`src/qsi_pkg.sv`:
```
// Constants and carrier types for the quad serial status and interrupt block
package qsi_pkg;

    localparam int CH_N   = 4;
    localparam int ADDR_W = 16;
    localparam int DATA_W = 16;
    localparam int BYTE_W = 8;
    localparam int EV_W   = 2 * CH_N;

    // Register addresses as printed
    localparam logic [ADDR_W-1:0] STATUS_ADDR [CH_N] =
        '{16'hBF04, 16'hBF14, 16'hBF24, 16'hBF34};
    localparam logic [ADDR_W-1:0] DATA_ADDR [CH_N] =
        '{16'hBF06, 16'hBF16, 16'hBF26, 16'hBF36};
    localparam logic [ADDR_W-1:0] IRQ_SRC_ADDR = 16'hBF40;
    localparam logic [ADDR_W-1:0] CH_EN_ADDR   = 16'hBF42;
    localparam logic [ADDR_W-1:0] EVENT_ADDR   = 16'hBF44;
    localparam logic [ADDR_W-1:0] MASK_ADDR    = 16'hBF46;

    // Channel status word layout
    localparam int ST_TX_EMPTY = 0;
    localparam int ST_RX_FULL  = 1;
    localparam int ST_CTS      = 2;
    localparam int ST_DSR      = 3;
    localparam int ST_DCD      = 4;
    localparam int ST_RING     = 5;
    localparam int ST_PARITY   = 6;
    localparam int ST_OVERRUN  = 7;
    localparam int ST_BREAK    = 8;
    localparam int ST_FRAME    = 9;

    // Enable register layout
    localparam int EN_LSB       = 0;
    localparam int IRQ_MODE_BIT = 7;

    // Event register layout: rx events low nibble, tx events high nibble
    localparam int EV_RX_LSB = 0;
    localparam int EV_TX_LSB = CH_N;

    // Reset values
    localparam logic [CH_N-1:0]   CH_EN_RESET = 4'h0;
    localparam logic [EV_W-1:0]   MASK_RESET  = 8'hFF;
    localparam logic [EV_W-1:0]   EV_RESET    = 8'h00;
    localparam logic [BYTE_W-1:0] BYTE_RESET  = 8'h00;
    localparam logic [DATA_W-1:0] WORD_ZERO   = 16'h0000;

    // Interrupt source codes
    localparam logic [3:0] IS_NONE    = 4'h0;
    localparam logic [3:0] IS_RX_BASE = 4'h1;
    localparam logic [3:0] IS_TX_BASE = 4'h5;

    typedef struct packed {
        logic              valid;
        logic [BYTE_W-1:0] data;
        logic              parity_err;
        logic              frame_err;
        logic              break_det;
    } qsi_rx_t;

    typedef struct packed {
        logic              load;
        logic [BYTE_W-1:0] data;
    } qsi_tx_t;

    typedef struct packed {
        logic ring;
        logic dcd;
        logic dsr;
        logic cts;
    } qsi_modem_t;

endpackage : qsi_pkg

```
`src/qsi_quad_serial.sv`:
```
// Register face, status flags and interrupt source of a four channel serial unit
//
// Contract
// - Status bit shows 1 when last received character failed parity.
// - ring_detect_flag follows the ring input.
// - carrier_detect_flag follows the carrier detect input.
// - set_ready_flag follows the data set ready input.
// - clear_to_send_flag follows the clear to send input.
// - rx_full_flag is 1 while an unread character waits.
// - tx_empty_flag is 1 while the transmit buffer can take a byte.
// - Reading receive data clears rx_full_flag, break_flag, framing_error_flag.
// - One data offset per channel: write sends tx_byte, read returns rx_byte.
// - irq_source_code: 0 none, 1-4 rx full, 5-8 tx empty.
// - Interrupt raised on rising edge of rx full or tx empty.
// - Channel 1 highest priority; code tracks sources as they are serviced.
// - framing_error_flag and break_flag set on frame error and break.
`timescale 1ns/1ps

module qsi_quad_serial
(
    input  wire logic                                  sys_clk,
    input  wire logic                                  rst,
    input  wire logic [qsi_pkg::ADDR_W-1:0]            reg_addr,
    input  wire logic [qsi_pkg::DATA_W-1:0]            reg_wdata,
    input  wire logic                                  reg_wr,
    input  wire logic                                  reg_rd,
    output logic      [qsi_pkg::DATA_W-1:0]            reg_rdata,
    input  wire qsi_pkg::qsi_rx_t    [qsi_pkg::CH_N-1:0] rx_in,
    input  wire logic [qsi_pkg::CH_N-1:0]              tx_taken,
    output qsi_pkg::qsi_tx_t         [qsi_pkg::CH_N-1:0] tx_out,
    input  wire qsi_pkg::qsi_modem_t [qsi_pkg::CH_N-1:0] modem_pin,
    output logic      [qsi_pkg::CH_N-1:0]              channel_enable,
    output logic      [3:0]                            irq_source_code,
    output logic                                       irq,
    output logic      [qsi_pkg::CH_N-1:0]              chan_irq
);
    import qsi_pkg::*;

    logic [CH_N-1:0]   chan_en_reg;
    logic              irq_mode_reg;
    logic [EV_W-1:0]   event_reg;
    logic [EV_W-1:0]   event_next;
    logic [EV_W-1:0]   mask_reg;
    logic [EV_W-1:0]   event_set;
    logic [EV_W-1:0]   event_service;
    logic [EV_W-1:0]   event_w1c;
    logic [EV_W-1:0]   live_events;
    logic [DATA_W-1:0] rdata_next;

    logic [CH_N-1:0]   rx_full_vec;
    logic [CH_N-1:0]   tx_empty_vec;
    logic [CH_N-1:0]   rx_rise;
    logic [CH_N-1:0]   tx_rise;
    logic [CH_N-1:0]   data_rd_hit;
    logic [CH_N-1:0]   data_wr_hit;
    logic [CH_N-1:0]   status_rd_hit;
    logic [DATA_W-1:0] status_word [CH_N];
    logic [BYTE_W-1:0] rx_byte_vec [CH_N];

    genvar i;

    generate
        for (i = 0; i < CH_N; i++)
        begin : g_chan
            logic [BYTE_W-1:0] rx_byte_reg;
            logic              rx_full_reg;
            logic              parity_reg;
            logic              frame_reg;
            logic              break_reg;
            logic              overrun_reg;
            logic              tx_empty_reg;
            logic              tx_load_reg;
            logic [BYTE_W-1:0] tx_byte_reg;
            logic              rx_full_dly_reg;
            logic              tx_empty_dly_reg;
            logic [3:0]        m1_reg;
            logic [3:0]        m2_reg;
            logic [3:0]        m3_reg;
            logic [3:0]        modem_reg;
            logic [3:0]        modem_next;
            logic              rx_take;

            // A disabled channel ignores received bytes; tx_taken still sets its tx_empty_reg
            assign rx_take = chan_en_reg[i] & rx_in[i].valid;

            assign data_rd_hit[i]   = reg_rd & (reg_addr == DATA_ADDR[i])
                                      & chan_en_reg[i];
            // Writes while the buffer is still busy are dropped, not queued
            assign data_wr_hit[i]   = reg_wr & (reg_addr == DATA_ADDR[i])
                                      & chan_en_reg[i] & tx_empty_reg;
            assign status_rd_hit[i] = reg_rd & (reg_addr == STATUS_ADDR[i]);

            always_ff @(posedge sys_clk)
            begin
                if (rst)
                    rx_byte_reg <= BYTE_RESET;
                else if (rx_take)
                    rx_byte_reg <= rx_in[i].data;
            end

            // Arrival wins over a read in the same cycle
            always_ff @(posedge sys_clk)
            begin
                if (rst)
                    rx_full_reg <= 1'b0;
                else if (rx_take)
                    rx_full_reg <= 1'b1;
                else if (data_rd_hit[i])
                    rx_full_reg <= 1'b0;
            end

            always_ff @(posedge sys_clk)
            begin
                if (rst)
                    parity_reg <= 1'b0;
                else if (rx_take)
                    parity_reg <= rx_in[i].parity_err;
            end

            always_ff @(posedge sys_clk)
            begin
                if (rst)
                begin
                    frame_reg <= 1'b0;
                    break_reg <= 1'b0;
                end
                else
                begin
                    if (rx_take & rx_in[i].frame_err)
                        frame_reg <= 1'b1;
                    else if (data_rd_hit[i])
                        frame_reg <= 1'b0;
                    if (rx_take & rx_in[i].break_det)
                        break_reg <= 1'b1;
                    else if (data_rd_hit[i])
                        break_reg <= 1'b0;
                end
            end

            // Overrun clears on a status read; a new overrun in that cycle wins
            always_ff @(posedge sys_clk)
            begin
                if (rst)
                    overrun_reg <= 1'b0;
                else if (rx_take & rx_full_reg & ~data_rd_hit[i])
                    overrun_reg <= 1'b1;
                else if (status_rd_hit[i])
                    overrun_reg <= 1'b0;
            end

            always_ff @(posedge sys_clk)
            begin
                if (rst)
                    tx_empty_reg <= 1'b1;
                else if (data_wr_hit[i])
                    tx_empty_reg <= 1'b0;
                else if (tx_taken[i])
                    tx_empty_reg <= 1'b1;
            end

            always_ff @(posedge sys_clk)
            begin
                if (rst)
                begin
                    tx_load_reg <= 1'b0;
                    tx_byte_reg <= BYTE_RESET;
                end
                else
                begin
                    tx_load_reg <= data_wr_hit[i];
                    if (data_wr_hit[i])
                        tx_byte_reg <= reg_wdata[BYTE_W-1:0];
                end
            end

            always_ff @(posedge sys_clk)
            begin
                if (rst)
                begin
                    rx_full_dly_reg  <= 1'b0;
                    tx_empty_dly_reg <= 1'b1;
                end
                else
                begin
                    rx_full_dly_reg  <= rx_full_reg;
                    tx_empty_dly_reg <= tx_empty_reg;
                end
            end

            // Edges only, so a buffer that stays full does not re-raise
            assign rx_rise[i] = rx_full_reg & ~rx_full_dly_reg;
            assign tx_rise[i] = tx_empty_reg & ~tx_empty_dly_reg;

            // Modem pins: three stages, a change counts once stages 2 and 3 agree
            always_ff @(posedge sys_clk)
            begin
                if (rst)
                begin
                    m1_reg <= 4'h0;
                    m2_reg <= 4'h0;
                    m3_reg <= 4'h0;
                end
                else
                begin
                    m1_reg <= modem_pin[i];
                    m2_reg <= m1_reg;
                    m3_reg <= m2_reg;
                end
            end

            assign modem_next = (m3_reg & ~(m2_reg ^ m3_reg))
                                | (modem_reg & (m2_reg ^ m3_reg));

            always_ff @(posedge sys_clk)
            begin
                if (rst)
                    modem_reg <= 4'h0;
                else
                    modem_reg <= modem_next;
            end

            always_comb
            begin
                status_word[i] = WORD_ZERO;
                if (chan_en_reg[i])
                begin
                    status_word[i][ST_TX_EMPTY] = tx_empty_reg;
                    status_word[i][ST_RX_FULL]  = rx_full_reg;
                    status_word[i][ST_CTS]      = modem_reg[0];
                    status_word[i][ST_DSR]      = modem_reg[1];
                    status_word[i][ST_DCD]      = modem_reg[2];
                    status_word[i][ST_RING]     = modem_reg[3];
                    status_word[i][ST_PARITY]   = parity_reg;
                    status_word[i][ST_OVERRUN]  = overrun_reg;
                    status_word[i][ST_BREAK]    = break_reg;
                    status_word[i][ST_FRAME]    = frame_reg;
                end
            end

            assign rx_full_vec[i]  = rx_full_reg;
            assign tx_empty_vec[i] = tx_empty_reg;
            assign rx_byte_vec[i]  = rx_byte_reg;
            assign tx_out[i].load  = tx_load_reg;
            assign tx_out[i].data  = tx_byte_reg;
        end
    endgenerate

    // Enable register is write-only; its bits steer every channel
    always_ff @(posedge sys_clk)
    begin
        if (rst)
        begin
            chan_en_reg  <= CH_EN_RESET;
            irq_mode_reg <= 1'b0;
        end
        else if (reg_wr & (reg_addr == CH_EN_ADDR))
        begin
            chan_en_reg  <= reg_wdata[EN_LSB +: CH_N];
            irq_mode_reg <= reg_wdata[IRQ_MODE_BIT];
        end
    end

    assign channel_enable = chan_en_reg;

    always_ff @(posedge sys_clk)
    begin
        if (rst)
            mask_reg <= MASK_RESET;
        else if (reg_wr & (reg_addr == MASK_ADDR))
            mask_reg <= reg_wdata[EV_W-1:0];
    end

    assign event_set     = {tx_rise & chan_en_reg, rx_rise & chan_en_reg};
    assign event_service = {data_wr_hit, data_rd_hit};
    assign event_w1c     = (reg_wr & (reg_addr == EVENT_ADDR))
                           ? reg_wdata[EV_W-1:0] : EV_RESET;

    // Servicing a source or writing one retires it; a new edge wins
    assign event_next = (event_reg & ~event_service & ~event_w1c)
                        | event_set;

    always_ff @(posedge sys_clk)
    begin
        if (rst)
            event_reg <= EV_RESET;
        else
            event_reg <= event_next;
    end

    assign live_events = event_reg & mask_reg & {chan_en_reg, chan_en_reg};

    // Scan from channel 4 down to channel 1 so the lowest channel always wins
    function automatic logic [3:0] qsi_source(input logic [EV_W-1:0] ev);
        logic [3:0] code;
        code = IS_NONE;
        for (int c = CH_N - 1; c >= 0; c--)
        begin
            if (ev[EV_TX_LSB + c])
                code = IS_TX_BASE + 4'(c);
            if (ev[EV_RX_LSB + c])
                code = IS_RX_BASE + 4'(c);
        end
        return code;
    endfunction : qsi_source

    always_ff @(posedge sys_clk)
    begin
        if (rst)
            irq_source_code <= IS_NONE;
        else
            irq_source_code <= qsi_source(live_events);
    end

    assign irq = (irq_source_code != IS_NONE);

    generate
        for (i = 0; i < CH_N; i++)
        begin : g_chan_irq
            assign chan_irq[i] = irq_mode_reg
                                 & (live_events[EV_RX_LSB + i]
                                    | live_events[EV_TX_LSB + i]);
        end
    endgenerate

    always_comb
    begin
        rdata_next = WORD_ZERO;
        for (int c = 0; c < CH_N; c++)
        begin
            if (reg_addr == STATUS_ADDR[c])
                rdata_next = status_word[c];
            if ((reg_addr == DATA_ADDR[c]) & chan_en_reg[c])
                rdata_next = {8'h00, rx_byte_vec[c]};
        end
        if (reg_addr == IRQ_SRC_ADDR)
            rdata_next = {12'h000, irq_source_code};
        if (reg_addr == EVENT_ADDR)
            rdata_next = {8'h00, event_reg};
        if (reg_addr == MASK_ADDR)
            rdata_next = {8'h00, mask_reg};
    end

    // Read data stands only in the cycle after the strobe
    always_ff @(posedge sys_clk)
    begin
        if (rst)
            reg_rdata <= WORD_ZERO;
        else if (reg_rd)
            reg_rdata <= rdata_next;
        else
            reg_rdata <= WORD_ZERO;
    end

endmodule : qsi_quad_serial

```
`config.mk`:
```
export PLATFORM = sky130hd
export DESIGN_NAME = qsi_quad_serial
export DESIGN_NICKNAME = d
export VERILOG_FILES = /design/src/qsi_pkg.sv /design/src/qsi_quad_serial.sv
export SDC_FILE = /design/constraint.sdc
export NUM_CORES = 1
export LEC_CHECK = 0
export BUFFER_PORTS_ARGS = -buffer_cell sky130_fd_sc_hd__clkbuf_2
export CORE_MARGIN = 8
export CORE_UTILIZATION = 50
export CTS_CLUSTER_SIZE = 24
export DETAILED_ROUTE_END_ITERATION = 12
export GPL_ROUTABILITY_DRIVEN = 0
export PLACE_DENSITY = 0.74
export SLEW_MARGIN = 15
export SYNTH_ARGS = -nofsm -noshare
export SYNTH_HDL_FRONTEND = slang
export SYNTH_SLANG_ARGS = --single-unit
export TNS_END_PERCENT = 1
```
`constraint.sdc`:
```
create_clock -name sys_clk -period 2.4 [get_ports sys_clk]
set_clock_uncertainty 0.2 [all_clocks]
set_input_delay 0.36 -clock sys_clk [delete_from_list [all_inputs] [get_ports sys_clk]]
set_output_delay 0.36 -clock sys_clk [all_outputs]
set_load 0.02 [all_outputs]
```
==> impl_metrics.json, run 1 <==
{
  "synth_commonest_cells": "199 x dfxtp_1, 120 x nand2_1, 80 x a21oi_1, 70 x nor2_1, 54 x nor2b_1",
  "ys_seq_area_share_pct": 50.1,
  "die_x_um": 142,
  "cts_buffer_depth": 2,
  "p_int_uw": 5110,
  "worst_ep_required_time_ns": 1.84,
  "cp-end-kind": "output port",
  "drt-total-wl_um": 23600,
  "status": "complete, no violations",
  "crit_path_cell_trace": "buf_4 > nand3_1 > a21boi_0 > clkbuf_2",
  "slew_headroom_pct": 54.8,
  "seq_power_share_pct": 51.3,
  "share_comb_of_total_power_pct": 5.6,
  "start_kind": "flip-flop",
  "fillers": 1255,
  "hold_viol_final": 0,
  "switching_share_pct": 21.6,
  "drt_iter0_drc": 811,
  "antenna_left": 0,
  "synthCells": 879,
  "fp.dieH_um": 142,
  "antenna_found_initial": 0,
  "yosys_register_bits": 199,
  "synth_top_area_share_pct": 50.1,
  "nNetsFinal": 1203,
  "critPathKind": "flip-flop to output port",
  "dp_hpwl_um": 16900,
  "peakVddDrop_v": 0.000508,
  "final_core_util_pct": 65.6,
  "clockPowerShare_pct": 43.1,
  "viasPerCell": 5.46,
  "crit_fanout": 9,
  "dr.pass1.iters": 8,
  "place_ws_ns": 0.0476,
  "grt_pass1_vias": 6965,
  "grt_first_pass_wirelength_um": 36700,
  "dp.cells": 1232,
  "slowest_delay_ns": 0.44,
  "clk_pin_slew_ns": 0.07,
  "regArea_um2": 3980,
  "wl_per_cell_um": 17.7,
  "tightest_slew_ns": 0.678,
  "cts_buffers": 17,
  "clk_latency_ns": 0.43,
  "yosysMostFrequentCell": "dfxtp_1",
  "synthFlopType": "dfxtp_1",
  "num_rows": 46,
  "net-switching-power_uw": 1410,
  "io_pins": 169,
  "stdcell_count": 1329,
  "setup_slack_ns": 0.175,
  "cts_root_buf": "clkbuf_16",
  "grt_usage_pct": 23.3,
  "io_buffers": 154,
  "setup_viol": 0,
  "postCtsSetupRepairBufs": 0,
  "rr_worst_depth": 5,
  "crit_path_top_delay_cell": "dfxtp_1",
  "async_reset_ff_share_pct": 0,
  "fp.coreArea_um2": 15700,
  "vias": 7254,
  "ys_top_cells_by_area": "dfxtp_1 50%, mux2i_1 6.2%, nand2_1 5.7%",
  "cellLeakagePower_uw": 0.00408,
  "cp.arrival_ns": 1.66,
  "synth-edff-count": 0,
  "cts.sinks": 199,
  "synth-warning-count": 0,
  "area_growth_pct": 29.5,
  "rsz0062_at_grt": "no",
  "period_minus_slack_ns": 2.22,
  "htree_levels": 4,
  "ys_types": 67,
  "syn_area_um2": 7960,
  "drc_errors": 0,
  "yosysTopAreaCell": "dfxtp_1",
  "cts_tree": "built",
  "setup_tns_ns": 0,
  "slew_viol_final": 0,
  "overflow": 0,
  "hold_class": "input port to flip-flop",
  "drive_gt1_share_pct": 22.1,
  "multiInputGateArea_um2": 3640,
  "post-route-period-util_pct": 92.7,
  "dieArea_um2": 20200,
  "grt_max_degree": 88,
  "postSynthAreaPerCell_um2": 9.05,
  "start_util_pct": 50.7,
  "cap_violations": 0,
  "power_density_nw_per_um2": 633,
  "holdPathStages": 3,
  "clock.fmax_mhz": 449
}
[through the flow]
| step | hold slack [ns] | instance area (um2) | total power (uW) |
|---|---|---|---|
| after global routing | 0.0677 | 10300 | 6730 |
| after floorplan | 0.214 | 7980 | 3560 |
| final | 0.0546 | 10300 | 6520 |
| after CTS | 0.0439 | 10300 | 6560 |
| after global placement | 0.216 | 9080 | 3690 |
| after detailed placement | 0.222 | 9080 | 3700 |
[timing repair]
action                    CTS  global route
hold buffers               64             0
hold endpoints to repair   64             0
resized for setup           0             0
[critical path: cells and delay by family (launching register included)]
family	cells	cell delay (ns)
simple gates	1	0.15
buf+inv	2	0.44
compound gates	1	0.20
flops	1	0.44
[path summary, 6_finish.rpt]
check | startpoint | end | slack, ns
worst min-delay path | reg_wdata[6] | mask_reg[6] | 0.05
worst min register to register | g_chan[3].m1_reg[1] | g_chan[3].m2_reg[1] | 0.24
worst max-delay path | channel_enable[3] | chan_irq[3] | 0.18
worst max register to register | channel_enable[0] | reg_rdata[6] | 0.25
[area by class of cell]
cell class,count,share of cell area [%]
clock inverters,10,1.14
clock buffers,22,4.50
diodes,1,0.0243
inverters,11,0.401
flip-flops and latches,199,38.7
multi-input cells,612,35.3
repair buffers,258,17.4
well taps,216,2.62
[routing by layer]
| metal | GRT usage (%) | vias to the layer above | routed length (um) |
|---|---|---|---|
| met5 | 0 | - | 0 |
| met4 | 9.44 | 0 | 652 |
| met3 | 5.50 | 46 | 1840 |
| met2 | 36.6 | 332 | 10900 |
| met1 | 30.3 | 3359 | 10200 |
| li1 | - | 3517 | - |
[placed cells by master, fill, tap and decap left out, drive strengths merged, types with 8 or more instances in the layout]
cell type    synthesis  routed
dfxtp              199     199
clkbuf              36     175
nand2              120     120
a21oi               80      80
nor2                71      71
dlygate4sd3          0      64
nor2b               54      54
mux2i               49      49
buf                 26      41
o21ai               40      40
nand3               26      26
a22oi               24      24
nor3                15      15
inv                 11      13
and2                12      12
nand3b               9       9
a31oi                8       8
o221ai               8       8
[logic make-up after synthesis]
kind of cell           after synthesis  share of synthesized area, %
and+or+nand+nor                    358                          23.5
AOI/OAI and AO/OA                  199                          15.6
DFF                                199                          50.1
buffers and inverters               73                          4.62
muxes                               49                          6.16
other                                1                        0.0471
[power by group through the flow]
stage	registers [uW]	clock network [uW]	logic [uW]
4_1_cts	3350	2850	359
2_1_floorplan	3420	0	143
5_1_grt	3350	2990	393
6_report	3350	2810	365
3_5_place_dp	3420	0	275
3_3_place_gp	3420	0	274
Power figures use the tool's default switching activity.
==> run 2: changes to the inputs <==
--- a/config.mk
+++ b/config.mk
@@ -6,6 +6,7 @@
 export NUM_CORES = 1
 export LEC_CHECK = 0
 export BUFFER_PORTS_ARGS = -buffer_cell sky130_fd_sc_hd__clkbuf_2
+export CORE_ASPECT_RATIO = 1.5
 export CORE_MARGIN = 8
 export CORE_UTILIZATION = 50
 export CTS_CLUSTER_SIZE = 24
==> constraint.sdc (replaced) <==
create_clock -name sys_clk -period 2.3 [get_ports sys_clk]
set_clock_uncertainty 0.2 [all_clocks]
set_input_delay 0.345 -clock sys_clk [delete_from_list [all_inputs] [get_ports sys_clk]]
set_output_delay 0.345 -clock sys_clk [all_outputs]
set_load 0.02 [all_outputs]
==> run 2 against run 1 <==
  * Combinational power is 5.8% higher
  * Via count rose by 1.1%
  * Flip-flop and latch count is the same
  * Setup slack gained 0.00093 ns
  * Clock power grew 7%
  * Critical path depth unchanged
  * Critical path type unchanged
  * Critical endpoint is now chan_irq[1]
  * Largest cell class unchanged
==> impl_metrics.json, run 2 (synthesis gave the netlist of run 1 again) <==
{
  "dieArea_um2": 20300,
  "cts_buffers": 17,
  "power_density_nw_per_um2": 660,
  "stdcell_count": 1330,
  "min_from": "rst",
  "r2r_start": "channel_enable[0]",
  "cts_root_buf": "clkbuf_16",
  "overflow": 0,
  "postCtsSetupRepairBufs": 0,
  "use_met3_pct": 5.44,
  "grt_max_degree": 124,
  "tightest_slew_ns": 0.580,
  "hold_class": "input port to flip-flop",
  "cp.arrival_ns": 1.58,
  "hold_viol_final": 0,
  "clk_latency_ns": 0.43,
  "holdPathStages": 2,
  "fp.coreArea_um2": 15600,
  "status": "complete, no violations",
  "slowest_delay_ns": 0.41,
  "cts_buffer_depth": 2,
  "start_kind": "flip-flop",
  "cts_tree": "built",
  "cp-end-kind": "output port",
  "drt-total-wl_um": 24000,
  "multiInputGateArea_um2": 3640,
  "post-route-period-util_pct": 92.4,
  "antenna_found_initial": 1,
  "clock.fmax_mhz": 471,
  "r2r_setup_slack_ns": 0.18,
  "area_growth_pct": 30.9,
  "fillers": 1278,
  "drc_errors": 0,
  "dp_hpwl_um": 17100,
  "critPathKind": "flip-flop to output port",
  "cts.sinks": 199,
  "gr-usage-met2_pct": 41.5,
  "htree_levels": 4,
  "dp.cells": 1232,
  "io_pins": 169,
  "crit_family": "flip-flops",
  "slew_viol_final": 0,
  "cellLeakagePower_uw": 0.00414,
  "nNetsFinal": 1216,
  "cap_violations": 0,
  "wl_per_cell_um": 18.0,
  "die_x_um": 119,
  "viasPerCell": 5.52,
  "peakVddDrop_v": 0.000433,
  "start_util_pct": 50.9,
  "rsz0062_at_grt": "no",
  "grt_first_pass_wirelength_um": 37400,
  "rr_worst_depth": 5,
  "period_minus_slack_ns": 2.12,
  "vias": 7335,
  "drive_gt1_share_pct": 23.4,
  "final_cell_mix": "197 x dfxtp_1, 153 x clkbuf_2, 120 x nand2_1",
  "grt_usage_pct": 23.2,
  "grtUsageMet1_pct": 24.2,
  "slew_headroom_pct": 61.4,
  "setup_viol": 0,
  "holdPathEnd": "channel_enable[3]",
  "io_buffers": 154,
  "grt_pass1_vias": 7289,
  "crit_path_cell_trace": "buf_4 > nor2b_1 > and2_1 > clkbuf_2",
  "total_power_uw": 6880,
  "fp.dieH_um": 171,
  "antenna_left": 0,
  "top_usage_layer": "met2",
  "regArea_um2": 3990,
  "num_rows": 56,
  "layout_commonest_cell": "dfxtp_1",
  "crit_fanout": 10,
  "r2r-end": "reg_rdata[4]",
  "crit_path_top_delay_cell": "dfxtp_2",
  "drt_iter0_drc": 575,
  "clk_pin_slew_ns": 0.07,
  "dr.pass1.iters": 5,
  "crit_buf_inv": 2,
  "worst_ep_required_time_ns": 1.75
}
-- run 2: worst max path at each step --
stage / from / end / depth (start not counted)
6_report: channel_enable[1] / chan_irq[1] / 4
5_1_grt: channel_enable[1] / chan_irq[1] / 4
4_1_cts: channel_enable[1] / chan_irq[1] / 4
3_5_place_dp: reg_addr[7] / reg_rdata[4] / 6
3_3_place_gp: reg_addr[7] / reg_rdata[4] / 6
2_1_floorplan: reg_addr[4] / reg_rdata[7] / 7
-- run 2: repair_timing --
action                                  4_1_cts  5_1_grt
resized for setup                             0        2
hold buffers                                 64        0
endpoints found under the setup margin        0        2
endpoints found under the hold margin        64        0
-- run 2: cell type report --
type,instances,area share [%]
tap,203,2.44
timing repair buffer,271,18.2
clock inverter,14,1.59
antenna,2,0.0480
sequential,199,38.3
clock buffer,18,4.12
multi-input combinational,612,34.9
inverter,11,0.396
-- run 2: power breakdown --
part / switching (uW) / leakage, uW / internal, uW
registers: 11.8 / 0.00161 / 3480
clock network: 1360 / 0.000283 / 1640
logic: 191 / 0.00225 / 195
total: 1570 / 0.00414 / 5310
-- run 2: routing by layer --
layer,routed length [um],vias to the layer above
li1,-,3546
met1,9100,3409
met2,12300,301
met3,1370,79
met4,1160,0
met5,0,-
-- run 2: through the flow --
stage | hold slack, ns | setup WS (ns) | cell area (um2) | utilization, % | setup TNS, ns
2_1_floorplan | 0.214 | 0.0975 | 7980 | - | 0
3_3_place_gp | 0.217 | -0.0163 | 9180 | 58.7 | -0.0223
3_5_place_dp | 0.220 | -0.0318 | 9180 | 58.7 | -0.115
4_1_cts | 0.0193 | 0.0488 | 10400 | 66.6 | 0
5_1_grt | 0.0228 | 0.0376 | 10400 | 66.7 | 0
6_report | 0.0286 | 0.176 | 10400 | 66.7 | 0
